[config.mk]
export PLATFORM = sky130hd
export DESIGN_NAME = sef_frontend
export DESIGN_NICKNAME = d
export VERILOG_FILES = /design/src/logic/sef_buf2.v /design/src/logic/sef_frontend.v
export VERILOG_INCLUDE_DIRS = /design/src /design/src/logic
export SDC_FILE = /design/constraint.sdc
export NUM_CORES = 1
export LEC_CHECK = 0
export BUFFER_PORTS_ARGS = -buffer_cell sky130_fd_sc_hd__buf_2
export CAP_MARGIN = 5
export CORE_MARGIN = 3
export CORE_UTILIZATION = 54
export CTS_BUF_LIST = sky130_fd_sc_hd__clkbuf_4 sky130_fd_sc_hd__clkbuf_8
export DETAILED_ROUTE_END_ITERATION = 10
export GPL_TIMING_DRIVEN = 0
export PLACE_DENSITY = 0.74
export SYNTH_ARGS = -nofsm -noshare
export SYNTH_HDL_FRONTEND = slang
export SYNTH_SLANG_ARGS = --single-unit
[constraint.sdc]
create_clock -name ref_clk -period 1.9 [get_ports ref_clk]
set_input_delay 0.19 -clock ref_clk [delete_from_list [all_inputs] [get_ports ref_clk]]
set_output_delay 0.19 -clock ref_clk [all_outputs]
set_load 0.02 [all_outputs]
[src/logic/sef_map.vh]
// Function
// Deselect puts device in standby, output released
// Deselected device ignores serial input entirely
// Select falling starts, rising ends operation
// Standby waits for self-timed write completion
// Serial output changes only on clock falling
// Serial input sampled on clock rising edge
// Pause entered while clock low, state kept
// Resume while clock low; paused edges ignored
// Paused: input ignored, output released
// Pause only while selected and sequence running
// Guard low refuses writes to protected blocks
// Guard low with enable refuses status writes
// Most significant bit first; first byte opcode
// Enable clear makes guard ignored for status
// Deselect while paused aborts, clears write permit
// Unknown opcode: ignore rest, output released
// Works with clock idling low or high
`ifndef SEF_MAP_VH
`define SEF_MAP_VH
`define SEF_OP_WRSR 8'h01
`define SEF_OP_WRITE 8'h02
`define SEF_OP_READ 8'h03
`define SEF_OP_WRDI 8'h04
`define SEF_OP_RDSR 8'h05
`define SEF_OP_WREN 8'h06
`define SEF_OP_WRITE2 8'h07
`define SEF_OP_LPWP 8'h08
`define SEF_BIT_LAST 3'h7
`define SEF_BP_NONE 2'h0
`define SEF_BP_UPQ 2'h1
`define SEF_BP_UPH 2'h2
`define SEF_BP_ALL 2'h3
`define SEF_ADDR_W 18
`define SEF_SYNC_RST 2'h0
`define SEF_SYNC_SET 2'h3
`endif

[src/logic/sef_buf2.v]
module sef_buf2 #(
    parameter W = 8
) (
    // Clock, reset, enable
    input wire ref_clk,
    input wire rst,
    input wire ce,
    // Fill side
    input wire in_valid,
    output wire in_ready,
    input wire [W-1:0] in_data,
    // Drain side
    output wire out_valid,
    input wire out_ready,
    output wire [W-1:0] out_data
);
    reg [W-1:0] mem_r [0:1];
    reg wp_r;
    reg rp_r;
    reg [1:0] cnt_r;
    wire push;
    wire pop;

    assign in_ready = (cnt_r != 2'h2);
    assign out_valid = (cnt_r != 2'h0);
    assign out_data = mem_r[rp_r];
    assign push = in_valid && in_ready;
    assign pop = out_valid && out_ready;

    always @(posedge ref_clk) begin
        if (rst) begin
            wp_r <= 1'b0;
            rp_r <= 1'b0;
            cnt_r <= 2'h0;
        end else if (ce) begin
            if (push) begin
                mem_r[wp_r] <= in_data;
                wp_r <= ~wp_r;
            end
            if (pop) begin
                rp_r <= ~rp_r;
            end
            if (push && !pop) begin
                cnt_r <= cnt_r + 2'h1;
            end else if (pop && !push) begin
                cnt_r <= cnt_r - 2'h1;
            end
        end
    end
endmodule

[src/logic/sef_frontend.v]
`include "sef_map.vh"

module sef_frontend (
    // Clock, reset, enable
    input wire ref_clk,
    input wire rst,
    input wire ce,
    // Serial pins
    input wire sel_n,
    input wire sclk,
    input wire sdi,
    output reg sdo,
    output reg sdo_oe,
    input wire pause_input_n,
    input wire write_guard_n,
    // Status bits from array control
    input wire guard_pin_enable,
    input wire [1:0] block_protect,
    input wire write_busy,
    // Read data into serializer
    input wire [7:0] tx_data,
    input wire tx_valid,
    output reg tx_take,
    // Received bytes to core
    output reg [7:0] rx_data,
    output reg rx_valid,
    input wire rx_ready,
    output reg rx_first,
    // Status outputs
    output reg [7:0] opcode,
    output reg op_active,
    output reg standby,
    output reg paused,
    output reg write_permit_latch,
    output reg status_write_refused,
    output reg array_write_refused,
    output reg abort_pulse,
    output reg rx_overflow
);
    localparam ST_IDLE = 4'h1;
    localparam ST_OPC = 4'h2;
    localparam ST_DATA = 4'h4;
    localparam ST_DEAD = 4'h8;

    // Two-stage input synchronisers
    reg [1:0] cs_s, ck_s, di_s, ho_s, wp_s;
    reg ck_d, cs_d;
    reg [3:0] st_r;
    reg [2:0] bit_r;
    reg [7:0] sh_r;
    reg [7:0] txs_r;
    reg txl_r;
    reg hold_r;
    reg bval_r;
    reg [7:0] bdat_r;
    reg bfirst_r;
    reg wait_r;

    wire cs_n = cs_s[1];
    wire ck = ck_s[1];
    wire ck_rise = ck && !ck_d;
    wire ck_fall = !ck && ck_d;
    wire cs_fall = !cs_n && cs_d;
    wire cs_rise = cs_n && !cs_d;
    wire busy_seq = (st_r == ST_OPC) || (st_r == ST_DATA);
    // Pause state as it will be after this cycle, except in a deselect cycle, which clears it
    wire hold_nxt = (!ck && busy_seq && !cs_n) ? !ho_s[1] : hold_r;
    wire [7:0] byte_in = {sh_r[6:0], di_s[1]};
    wire guard = !wp_s[1];
    wire bq_ready;
    wire bq_valid;
    wire [8:0] bq_data;
    wire out_sel;

    // Opcode flag travels with its byte through the buffer
    sef_buf2 #(.W(9)) u_buf (
        .ref_clk(ref_clk),
        .rst(rst),
        .ce(ce),
        .in_valid(bval_r),
        .in_ready(bq_ready),
        .in_data({bfirst_r, bdat_r}),
        .out_valid(bq_valid),
        .out_ready(rx_ready || !rx_valid),
        .out_data(bq_data)
    );

    assign out_sel = (opcode == `SEF_OP_READ) || (opcode == `SEF_OP_RDSR);

    ////////////////////////////////////////////////////////////////
    always @(posedge ref_clk) begin
        if (rst) begin
            cs_s <= `SEF_SYNC_SET;
            ho_s <= `SEF_SYNC_SET;
            wp_s <= `SEF_SYNC_SET;
            ck_s <= `SEF_SYNC_RST;
            di_s <= `SEF_SYNC_RST;
            ck_d <= 1'b0;
            cs_d <= 1'b1;
        end else if (ce) begin
            cs_s <= {cs_s[0], sel_n};
            ck_s <= {ck_s[0], sclk};
            di_s <= {di_s[0], sdi};
            ho_s <= {ho_s[0], pause_input_n};
            wp_s <= {wp_s[0], write_guard_n};
            ck_d <= ck_s[1];
            cs_d <= cs_s[1];
        end
    end

    ////////////////////////////////////////////////////////////////
    // Serial sequencer
    always @(posedge ref_clk) begin
        if (rst) begin
            st_r <= ST_IDLE;
            bit_r <= 3'h0;
            sh_r <= 8'h00;
            txs_r <= 8'h00;
            txl_r <= 1'b0;
            hold_r <= 1'b0;
            bval_r <= 1'b0;
            bdat_r <= 8'h00;
            bfirst_r <= 1'b0;
            wait_r <= 1'b0;
            sdo <= 1'b0;
            sdo_oe <= 1'b0;
            tx_take <= 1'b0;
            rx_data <= 8'h00;
            rx_valid <= 1'b0;
            rx_first <= 1'b0;
            opcode <= 8'h00;
            op_active <= 1'b0;
            standby <= 1'b1;
            paused <= 1'b0;
            write_permit_latch <= 1'b0;
            status_write_refused <= 1'b0;
            array_write_refused <= 1'b0;
            abort_pulse <= 1'b0;
            rx_overflow <= 1'b0;
        end else if (ce) begin
            tx_take <= 1'b0;
            abort_pulse <= 1'b0;
            if (bval_r && bq_ready) begin
                bval_r <= 1'b0;
            end
            if (bq_valid && (rx_ready || !rx_valid)) begin
                rx_valid <= 1'b1;
                rx_data <= bq_data[7:0];
                rx_first <= bq_data[8];
            end else if (rx_ready) begin
                rx_valid <= 1'b0;
            end
            // Self-timed write keeps device out of standby
            if (wait_r && !write_busy) begin
                wait_r <= 1'b0;
                standby <= 1'b1;
            end
            // Pause only mid-sequence, toggled while clock low
            hold_r <= hold_nxt;
            paused <= hold_nxt;
            status_write_refused <= guard && guard_pin_enable;
            array_write_refused <= guard && (block_protect != `SEF_BP_NONE);
            if (cs_rise) begin
                st_r <= ST_IDLE;
                sdo_oe <= 1'b0;
                op_active <= 1'b0;
                hold_r <= 1'b0;
                paused <= 1'b0;
                if (hold_r) begin
                    write_permit_latch <= 1'b0;
                    abort_pulse <= 1'b1;
                end
                if (write_busy) begin
                    wait_r <= 1'b1;
                end else begin
                    standby <= 1'b1;
                end
            end else if (cs_fall) begin
                st_r <= ST_OPC;
                bit_r <= 3'h0;
                standby <= 1'b0;
                wait_r <= 1'b0;
                op_active <= 1'b1;
            end else if (cs_n) begin
                sdo_oe <= 1'b0;
            end else if (hold_nxt) begin
                sdo_oe <= 1'b0;
            end else begin
                case (st_r)
                    ST_OPC, ST_DATA: begin
                        if (ck_rise) begin
                            sh_r <= byte_in;
                            bit_r <= bit_r + 3'h1;
                            if (bit_r == `SEF_BIT_LAST) begin
                                if (bq_ready) begin
                                    bval_r <= 1'b1;
                                    bdat_r <= byte_in;
                                    bfirst_r <= (st_r == ST_OPC);
                                end else begin
                                    rx_overflow <= 1'b1;
                                end
                                if (st_r == ST_OPC) begin
                                    opcode <= byte_in;
                                    st_r <= ST_DATA;
                                    if (byte_in == `SEF_OP_WREN) begin
                                        write_permit_latch <= 1'b1;
                                    end else if (byte_in == `SEF_OP_WRDI) begin
                                        write_permit_latch <= 1'b0;
                                    end else if (byte_in != `SEF_OP_WRSR &&
                                                 byte_in != `SEF_OP_WRITE &&
                                                 byte_in != `SEF_OP_WRITE2 &&
                                                 byte_in != `SEF_OP_READ &&
                                                 byte_in != `SEF_OP_RDSR &&
                                                 byte_in != `SEF_OP_LPWP) begin
                                        st_r <= ST_DEAD;
                                    end
                                end
                            end
                        end
                        if (ck_fall && st_r == ST_DATA && out_sel) begin
                            sdo_oe <= 1'b1;
                            if (bit_r == 3'h0) begin
                                sdo <= tx_data[7];
                                txs_r <= {tx_data[6:0], 1'b0};
                                tx_take <= tx_valid;
                                txl_r <= 1'b1;
                            end else begin
                                sdo <= txs_r[7];
                                txs_r <= {txs_r[6:0], 1'b0};
                            end
                        end
                    end
                    ST_DEAD: begin
                        sdo_oe <= 1'b0;
                    end
                    default: begin
                        sdo_oe <= 1'b0;
                    end
                endcase
            end
        end
    end
endmodule

# [After elaboration in Yosys (flattened, before gate mapping)]
# Memory sizes are Yosys's and may differ from the RTL's. A register that Yosys moved wholly into a read port is not among the register bits.
# Cells that the tools add are included.
[word_totals] regBits=69 ram_bits=18 output_inout_bits=29 memories=1
[classes] add_sub_neg=3 n_eq_ne=23 n_mux=73 bitwise=7 n_reduce_logical=65
[mem_list] name="u_buf.mem_r" words=2 word_bits=9 rd=1 rd_clocked_by_memory_dff=1 wr=1 line="sef_buf2.v:17" source="reg [W-1:0] mem_r [0:1];"
[op_table] op="$mux W1" count=54
[op_table] op="$mux W4" count=11
[op_table] op="$reduce_and A9 Y1" count=3
[op_table] op="$eq A8 B3 Y1 const B" count=3
[op_table] op="$reduce_bool A2 Y1" count=11
[op_table] op="$reduce_and A7 Y1" count=3
[op_table] op="$logic_and A1 B1 Y1" count=20
[op_table] op="$ne A8 B2 Y1 const B" count=2
[op_table] op="$ne A8 B3 Y1 const B" count=2
[op_table] op="$mux W3" count=5
[op_table] op="$reduce_bool A3 Y1" count=5
[op_table] op="$logic_not A1 Y1" count=10
[op_table] op="$reduce_and A10 Y1" count=1
[op_table] op="$reduce_and A2 Y1" count=5
[op_table] op="$eq A8 B2 Y1 const B" count=1
[op_table] op="$mux W8" count=1
[op_table] op="$ne A2 B2 Y1 const B" count=4
[op_table] op="$ne A8 B1 Y1 const B" count=1
[op_table] op="$ne A8 B4 Y1 const B" count=1
[op_table] op="$not A1 Y1" count=7
[op_table] op="$ne A2 B1 Y1 const B" count=3
[op_table] op="$reduce_and A6 Y1" count=1
[op_table] op="$ne A5 B5 Y1 const B" count=1
[op_table] op="$eq A4 B2 Y1 const B" count=1
[op_table] op="other kinds (12)" count=15

# [Longest topological paths before layout]
# Gate-level depths: netlist of the first run.
[logic_depth] word_depth=17 depth_mapped=9 depth_no_buf=7

# [Hierarchy]
# Synthesis of the first run repeated with hierarchy kept, for this count alone.
[hier_totals] hier_cells=402 hier_area_um2=4141.5
[by_module_without_submodules] mod="sef_frontend" n_inst=1 cells_per_inst=345 area_each_um2=3216.8 seq_area_each_um2=1461.4
[by_module_without_submodules] mod="sef_buf2" n_inst=1 cells_per_inst=57 area_each_um2=924.6 seq_area_each_um2=640.6

# [Worst setup path before layout of the first run]
# Ideal clock, no wire load.
[synth_timing] kind="register -> register" startpoint="register cs_s[1]" endpoint="register write_permit_latch" setup_ns=0.070 arrival_time_ns=1.932 path_slack_ns=-0.102 stages_incl_launch_ff=10 path_buffers=2 synth_period_minus_slack_ns=2.002 path_cell_list="dfxtp_1 > buf_6 > inv_1 > ha_1 > clkbuf_1 > inv_1 > nand4_1 > o31a_1 > or4b_1 > a21oi_1"
[synth_via] elab_chain_len=5
[synth_rtl] element="from (decl)" line="sef_frontend.v:46" source="reg [1:0] cs_s, ck_s, di_s, ho_s, wp_s;"
[synth_rtl] element="from (signal assigned)" line="sef_frontend.v:93" source="cs_s <= `SEF_SYNC_SET;"
[synth_rtl] element="from (signal assigned)" line="sef_frontend.v:101" source="cs_s <= {cs_s[0], sel_n};"
[synth_rtl] element="$logic_not A1 Y1" line="sef_frontend.v:63, sef_frontend.v:67"
[synth_rtl] element="$logic_and A1 B1 Y1" line="sef_frontend.v:67" source="wire hold_nxt = (!ck && busy_seq && !cs_n) ? !ho_s[1] : hold_r;"
[synth_rtl] element="$mux W1" line="sef_frontend.v:67"
[synth_rtl] element="$ne A2 B2 Y1 (no source line)"
[synth_rtl] element="$reduce_and A10 Y1 (no source line)"
[synth_rtl] element="to (signal assigned)" line="sef_frontend.v:135" source="write_permit_latch <= 1'b0;"
[synth_rtl] element="to (signal assigned)" line="sef_frontend.v:170" source="write_permit_latch <= 1'b0;"
[synth_rtl] element="to (signal assigned)" line="sef_frontend.v:206" source="write_permit_latch <= 1'b1;"
[synth_rtl] element="to (decl)" line="sef_frontend.v:34" source="output reg write_permit_latch,"
# Parallel ways exist; a longest one is shown, timed or not.
# A chain may end at the register's enable or synchronous reset.

# [Worst setup path in the final report of the first run]
# Ends and elaborated chain as after synthesis.

==> flow_summary.yaml, run 1 <==
yosys:
  netlist_area_sq_um: 3990
  syn_inst: 400
  synth_common_cells: "77 x dfxtp_1, 57 x nor2_1, 44 x mux2i_1"
  synth-edff-count: 18
  synth_top_area_frac: 0.387
  ys_seq_area_frac: 0.522
  postSynth.asyncResetShare: 0
  yosys_register_bits: 95
  synth_warnings: 0
  syn_area_per_cell_sq_um: 9.97
  synth_top_area_cell: "dfxtp_1"
  netlist-cell-type-count: 49
  syn_nets: 429
  synth.area.top_cells: "dfxtp_1 39%, edfxtp_1 14%, mux2i_1 11%"
  yosysMostFrequentCell: "dfxtp_1"
  synth_ff_type: "dfxtp_1"
clocking:
  cts_tree: "built"
  cts_buffers: 9
  hold_buffers: 0
  clkTransAtPathRegs_ns: 0.10
  clock_path_buffers: 2
  htree_num_levels: 3
  cts_sinks: 95
  worstSkewPairLatency_ns: 0.37
  cts_root_buf: "clkbuf_8"
status:
  failed_checks: "negative setup slack"
  status: "finished with violations"
timing:
  fin_crit_sh: 1.05
  finalHoldViolations: 0
  finalMaxSlewViolations: 0
  grt_setup_unrepaired: "yes"
  max_freq_ghz: 0.501
  period_needed_ns: 2.00
  tightest_slew_ns: 0.805
  setup_viol: 4
  fin_ws_ns: -0.0966
  fin_setup_tns_ns: -0.176
  hold_slack_ns: 0.0323
  slew_headroom: 0.463
  finClkSkew_ns: 0.0103
cells_and_area:
  syn2layout_area_growth_pct: 22.7
  final_util: 0.700
  fill_cells: 545
  seq_area_sq_um: 2090
  antenna_cells: 0
  layout-drive-gt1-share: 0.261
  fin_nets: 506
  multi_input_area_sq_um: 1900
  final_area_sq_um: 4890
drt:
  antenna_left: 0
  vias_per_cell: 5.61
  wl_per_cell_microns: 16.1
  drc: 0
  first_iter_violations: 225
  first_pass_iters: 5
  num_vias: 3241
  routed_wl_mm: 9.33
floorplan:
  io_pins: 51
  core_area_sq_um: 6980
  rows: 30
  die_y_microns: 91.9
  die_area_sq_um: 8450
  die_w_microns: 91.9
  initial_core_util: 0.571
place:
  dp_hpwl_mm: 6.30
  pre_cts_ws_ns: -0.538
  place_congestion: 0.924
  io_buffers: 49
  placed_cell_area_sq_um: 4360
worst_setup_path:
  crit_path_end: "write_permit_latch"
  slowest_delay_ns: 0.53
  regToRegEndpoint: "write_permit_latch"
  crit_type: "register to register"
  path_buf_inv: 1
  crit_fanout: 5
  cp-end-kind: "register"
  worstPathRequired_ns: 2.19
  rrSetupSlack_ns: -0.1
  worstSetupPathDepth: 6
  r2r-start: "cs_s[1]"
  rr_worst_depth: 6
  crit_path_start: "cs_s[1]"
  crit_arrival_ns: 2.29
  critPathSlowestCell: "or4b_1"
  crit_family: "simple AND/OR/NAND/NOR gates"
  startpoint_type: "register"
  crit_chain: "buf_6 -> or4_4 -> o21ai_4 -> a21oi_2 -> or4b_1 -> a21oi_1"
global_routing:
  grt_pass1_wl_mm: 14.8
  antenna_found_initial: 0
  overflow: 0
  grt_pass1_vias: 3025
  grt.total_usage: 0.221
  grt_max_degree: 21
power_and_ir_drop:
  internal_power_mw: 2.68
  power_density_nw_per_um2: 747
  irDropWorstVdd_mv: 0.427
  netSwitchingFraction: 0.267
  seqPwrFrac: 0.568
  pwr-share-comb: 0.061
  p_clk_frac: 0.371
  p_leak_nw: 1.96
  power_switching_uw: 974
hold_path:
  hold_class: "input port to register"
job:
  max_cap_viol_count: 0
## registers in the layout, summed over array words and instances (netlist names), 2 cells and up, named ones only
register and count:
ck_s 2, ho_s 2, bit_r 3, txs_r 7
sh_r 7, rx_data 8, cs_s 2, di_s 2
opcode 8, u_buf.cnt_r 2, st_r 4, bdat_r 8
u_buf.mem_r 18, wp_s 2
## power groups by stage
stage          logic, mW  registers (mW)  clock network (mW)
2_1_floorplan      0.122            2.12                   0
3_3_place_gp       0.189            2.12                   0
3_5_place_dp       0.191            2.12                   0
4_1_cts            0.203            2.07                1.38
5_1_grt            0.245            2.08                1.46
6_report           0.224            2.07                1.36
## placed cells by master (no fill, tap or decap), types with 2 or more instances in the layout
cell type,instances
o311ai_1,2
clkinv_8,2
buf_12,2
dfxtp_2,3
o32ai_1,3
inv_6,2
clkbuf_8,9
ha_4,2
nand2_1,34
nor3_4,2
ha_1,2
inv_8,3
nor2b_1,2
nand4_1,8
o21ai_1,6
and4b_1,2
dfxtp_1,73
xor2_1,3
buf_4,17
o211ai_1,2
ha_2,3
buf_6,3
o21ai_0,8
a21oi_1,24
inv_1,7
nor3_1,6
clkbuf_1,15
xnor2_1,6
or3_1,2
mux2i_1,44
edfxtp_1,18
nor2b_4,2
nor4_1,2
nand3_1,7
buf_2,51
a211oi_1,9
mux2_2,7
nand2b_1,2
nor2_1,55
## cell type report
class | count | share of cell area
Clock inverter | 7 | 0.0171
Tap cell | 96 | 0.0246
Timing Repair Buffer | 68 | 0.0839
Inverter | 10 | 0.00921
Sequential cell | 95 | 0.427
Buffer | 22 | 0.0233
Multi-Input combinational cell | 271 | 0.389
Clock buffer | 9 | 0.0253
## worst min path at each step
stage	cells past startpoint	end	start	slack, ns
6_report	2	standby	write_busy	0.03
2_1_floorplan	1	standby	write_busy	0.29
5_1_grt	2	standby	write_busy	0.03
3_5_place_dp	3	cs_s[0]	sel_n	0.41
4_1_cts	2	standby	write_busy	0.01
3_3_place_gp	3	cs_s[0]	sel_n	0.41
## per-stage QoR
stage | total power, mW | std cells
2_1_floorplan | 2.24 | 400
3_3_place_gp | 2.31 | 545
3_5_place_dp | 2.31 | 545
4_1_cts | 3.65 | 573
5_1_grt | 3.78 | 578
6_report | 3.65 | 578
## cell families (layout without fill, tap and decap cells)
kind of cell	count (synthesis)	in the layout	synth area share
compound gates	64	64	0.100
xor+xnor	10	10	0.0220
fa+ha+maj	7	7	0.0220
buf+inv	34	116	0.0348
flops	95	95	0.522
mux	51	51	0.130
simple gates	139	139	0.169
## timing repair
action / 4_1_cts / 5_1_grt
endpoints found under the setup margin: 58 / 48
pin swaps: 6 / 9
gates resized for setup: 13 / 39
gates cloned: 1 / 0
setup buffers: 11 / 7
## worst register-to-register path, cell delays in order (launching register included)
cell and delay [ns]:
dfxtp_2 0.34, buf_6 0.13, or4_4 0.51, o21ai_4 0.17, a21oi_2 0.08, or4b_1 0.53
a21oi_1 0.16
## routing by layer
metal | GRT usage | vias to the layer above | share of wire
li1 | - | 1572 | -
met3 | 0.0525 | 24 | 0.083
met1 | 0.296 | 1522 | 0.45
met5 | 0 | - | 0
met4 | 0.0718 | 0 | 0.022
met2 | 0.352 | 123 | 0.45
No activity file was read; power rests on OpenSTA's default activity.
==> run 2: changes to the inputs <==
--- a/config.mk
+++ b/config.mk
@@ -12,7 +12,6 @@
 export CORE_UTILIZATION = 54
 export CTS_BUF_LIST = sky130_fd_sc_hd__clkbuf_4 sky130_fd_sc_hd__clkbuf_8
 export DETAILED_ROUTE_END_ITERATION = 10
-export GPL_TIMING_DRIVEN = 0
 export PLACE_DENSITY = 0.74
 export SYNTH_ARGS = -nofsm -noshare
 export SYNTH_HDL_FRONTEND = slang
==> run 2 against run 1 <==
Effect of this change: the flow now finishes without violations; clock power is 5% lower; global-route usage is 1.2 points lower; first-iteration DRC count is 39% lower; fmax is 6.6% higher.
==> flow_summary.yaml, run 2 (synthesized netlist as in run 1, its figures left out) <==
clocking:
  worstSkewPairLatency_ns: 0.36
  cts_tree: "built"
  cts_sinks: 95
  cts_root_buf: "clkbuf_8"
  cts_buffers: 9
  hold_buffers: 0
  clock_path_buffers: 2
  clkTransAtPathRegs_ns: 0.10
  postCtsSetupRepairBufs: 0
  htree_num_levels: 3
job:
  max_cap_viol_count: 0
timing:
  tightest_slew_ns: 0.585
  setup_viol: 0
  finalMaxSlewViolations: 0
  period_needed_ns: 1.87
  finClkSkew_ns: 0.00880
  finalHoldViolations: 0
  max_freq_ghz: 0.534
  hold_slack_ns: 0.0449
  fin_crit_sh: 0.986
  fin_setup_tns_ns: 0
  grt_setup_unrepaired: "yes"
  fin_ws_ns: 0.0273
  slew_headroom: 0.609
floorplan:
  core_area_sq_um: 6980
  die_w_microns: 91.9
  initial_core_util: 0.571
  io_pins: 51
  die_area_sq_um: 8450
  die_y_microns: 91.9
  rows: 30
worst_setup_path:
  slowest_delay_ns: 0.55
  worstSetupPathDepth: 5
  crit_family: "simple AND/OR/NAND/NOR gates"
  worstPathRequired_ns: 2.19
  crit_path_start: "st_r[3]"
  startpoint_type: "register"
  crit_top_cell: "a21oi_1"
  r2r-start: "st_r[3]"
  critPathSlowestCell: "or4_4"
  crit_path_end: "write_permit_latch"
  path_buf_inv: 0
  crit_fanout: 4
  crit_type: "register to register"
  rrSetupSlack_ns: 0.03
  crit_arrival_ns: 2.16
  rr_worst_depth: 5
  regToRegEndpoint: "write_permit_latch"
  cp-end-kind: "register"
  crit_chain: "or4_4 -> o21ai_4 -> a21oi_1 -> or4b_1 -> a21oi_1"
place:
  place_inst: 560
  placed_cell_area_sq_um: 4560
  dp_hpwl_mm: 6.21
  place_congestion: 0.881
  io_buffers: 50
  pre_cts_ws_ns: -0.0316
drt:
  num_vias: 3132
  antenna_left: 0
  wl_per_cell_microns: 15.0
  vias_per_cell: 5.43
  drc: 0
  first_pass_iters: 4
  routed_wl_mm: 8.67
  first_iter_violations: 137
global_routing:
  grt_pass1_wl_mm: 14.2
  grt_max_degree: 26
  overflow: 0
  grt.total_usage: 0.209
  antenna_found_initial: 0
  grt_pass1_vias: 3027
power_and_ir_drop:
  power_density_nw_per_um2: 735
  irDropWorstVdd_mv: 0.484
  total_power_mw: 3.58
  p_leak_nw: 2.01
cells_and_area:
  layout-drive-gt1-share: 0.287
  antenna_cells: 0
  layoutNonFillerInstCount: 577
  final_util: 0.697
  final_area_sq_um: 4870
  largest_reg_flops: 18
  final_common_cell: "dfxtp_1"
  top_register: "u_buf.mem_r"
  syn2layout_area_growth_pct: 22.1
  mostFrequentLayoutCells: "69 x dfxtp_1, 56 x nor2_1, 50 x buf_2"
  fin_nets: 505
status:
  status: "finished, final reports clean"
hold_path:
  hold_class: "input port to register"
==> run 2: cell count changes in the layout (fill, tap and decap cells not counted), moves of 4 or more <==
| cell | delta |
|---|---|
| buf_4 | +17 |
| clkbuf_1 | -15 |
| o21ai_0 | +5 |
| o21ai_1 | -5 |
| dfxtp_1 | -4 |
| dfxtp_2 | +4 |
==> run 2: where the power goes <==
part	internal [mW]	switching (mW)
Sequential	2.06	0.0164
Combinational	0.0922	0.121
Clock	0.516	0.769
==> run 2: layout make-up <==
type | count | area [sq um]
clock buffer | 9 | 124
clock inverter | 7 | 66.3
fill | 557 | 2120
inverter | 10 | 40.0
multi-input combinational | 271 | 1830
sequential | 95 | 2090
tap | 96 | 120
timing repair buffer | 89 | 588
==> run 2: how the worst min path moves through the flow <==
stage	start	end	slack [ns]	depth (start not counted)
after floorplan	write_busy	standby	0.29	1
after detailed placement	write_guard_n	wp_s[0]	0.41	3
after CTS	write_busy	standby	0.03	2
after global routing	write_guard_n	wp_s[0]	0.04	3
after global placement	sel_n	cs_s[0]	0.40	3
final	write_guard_n	wp_s[0]	0.04	3
==> run 2: timing repair <==
item,4_1_cts,5_1_grt
cloned,0,1
setup endpoints to repair,10,36
pin swaps,0,1
resized for setup,4,23
==> run 2: metal layers <==
| layer | share of wire | global-route usage | vias up |
|---|---|---|---|
| met5 | 0 | 0 | - |
| met4 | 0.013 | 0.0681 | 0 |
| met3 | 0.053 | 0.0427 | 11 |
| met2 | 0.47 | 0.338 | 81 |
| met1 | 0.46 | 0.281 | 1463 |
| li1 | - | - | 1577 |
==> run 2: tightest hold or removal path, stage by stage <==
cell and delay [ns]:
buf_2 0.07, mux2i_1 0.05, nand2_1 0.06
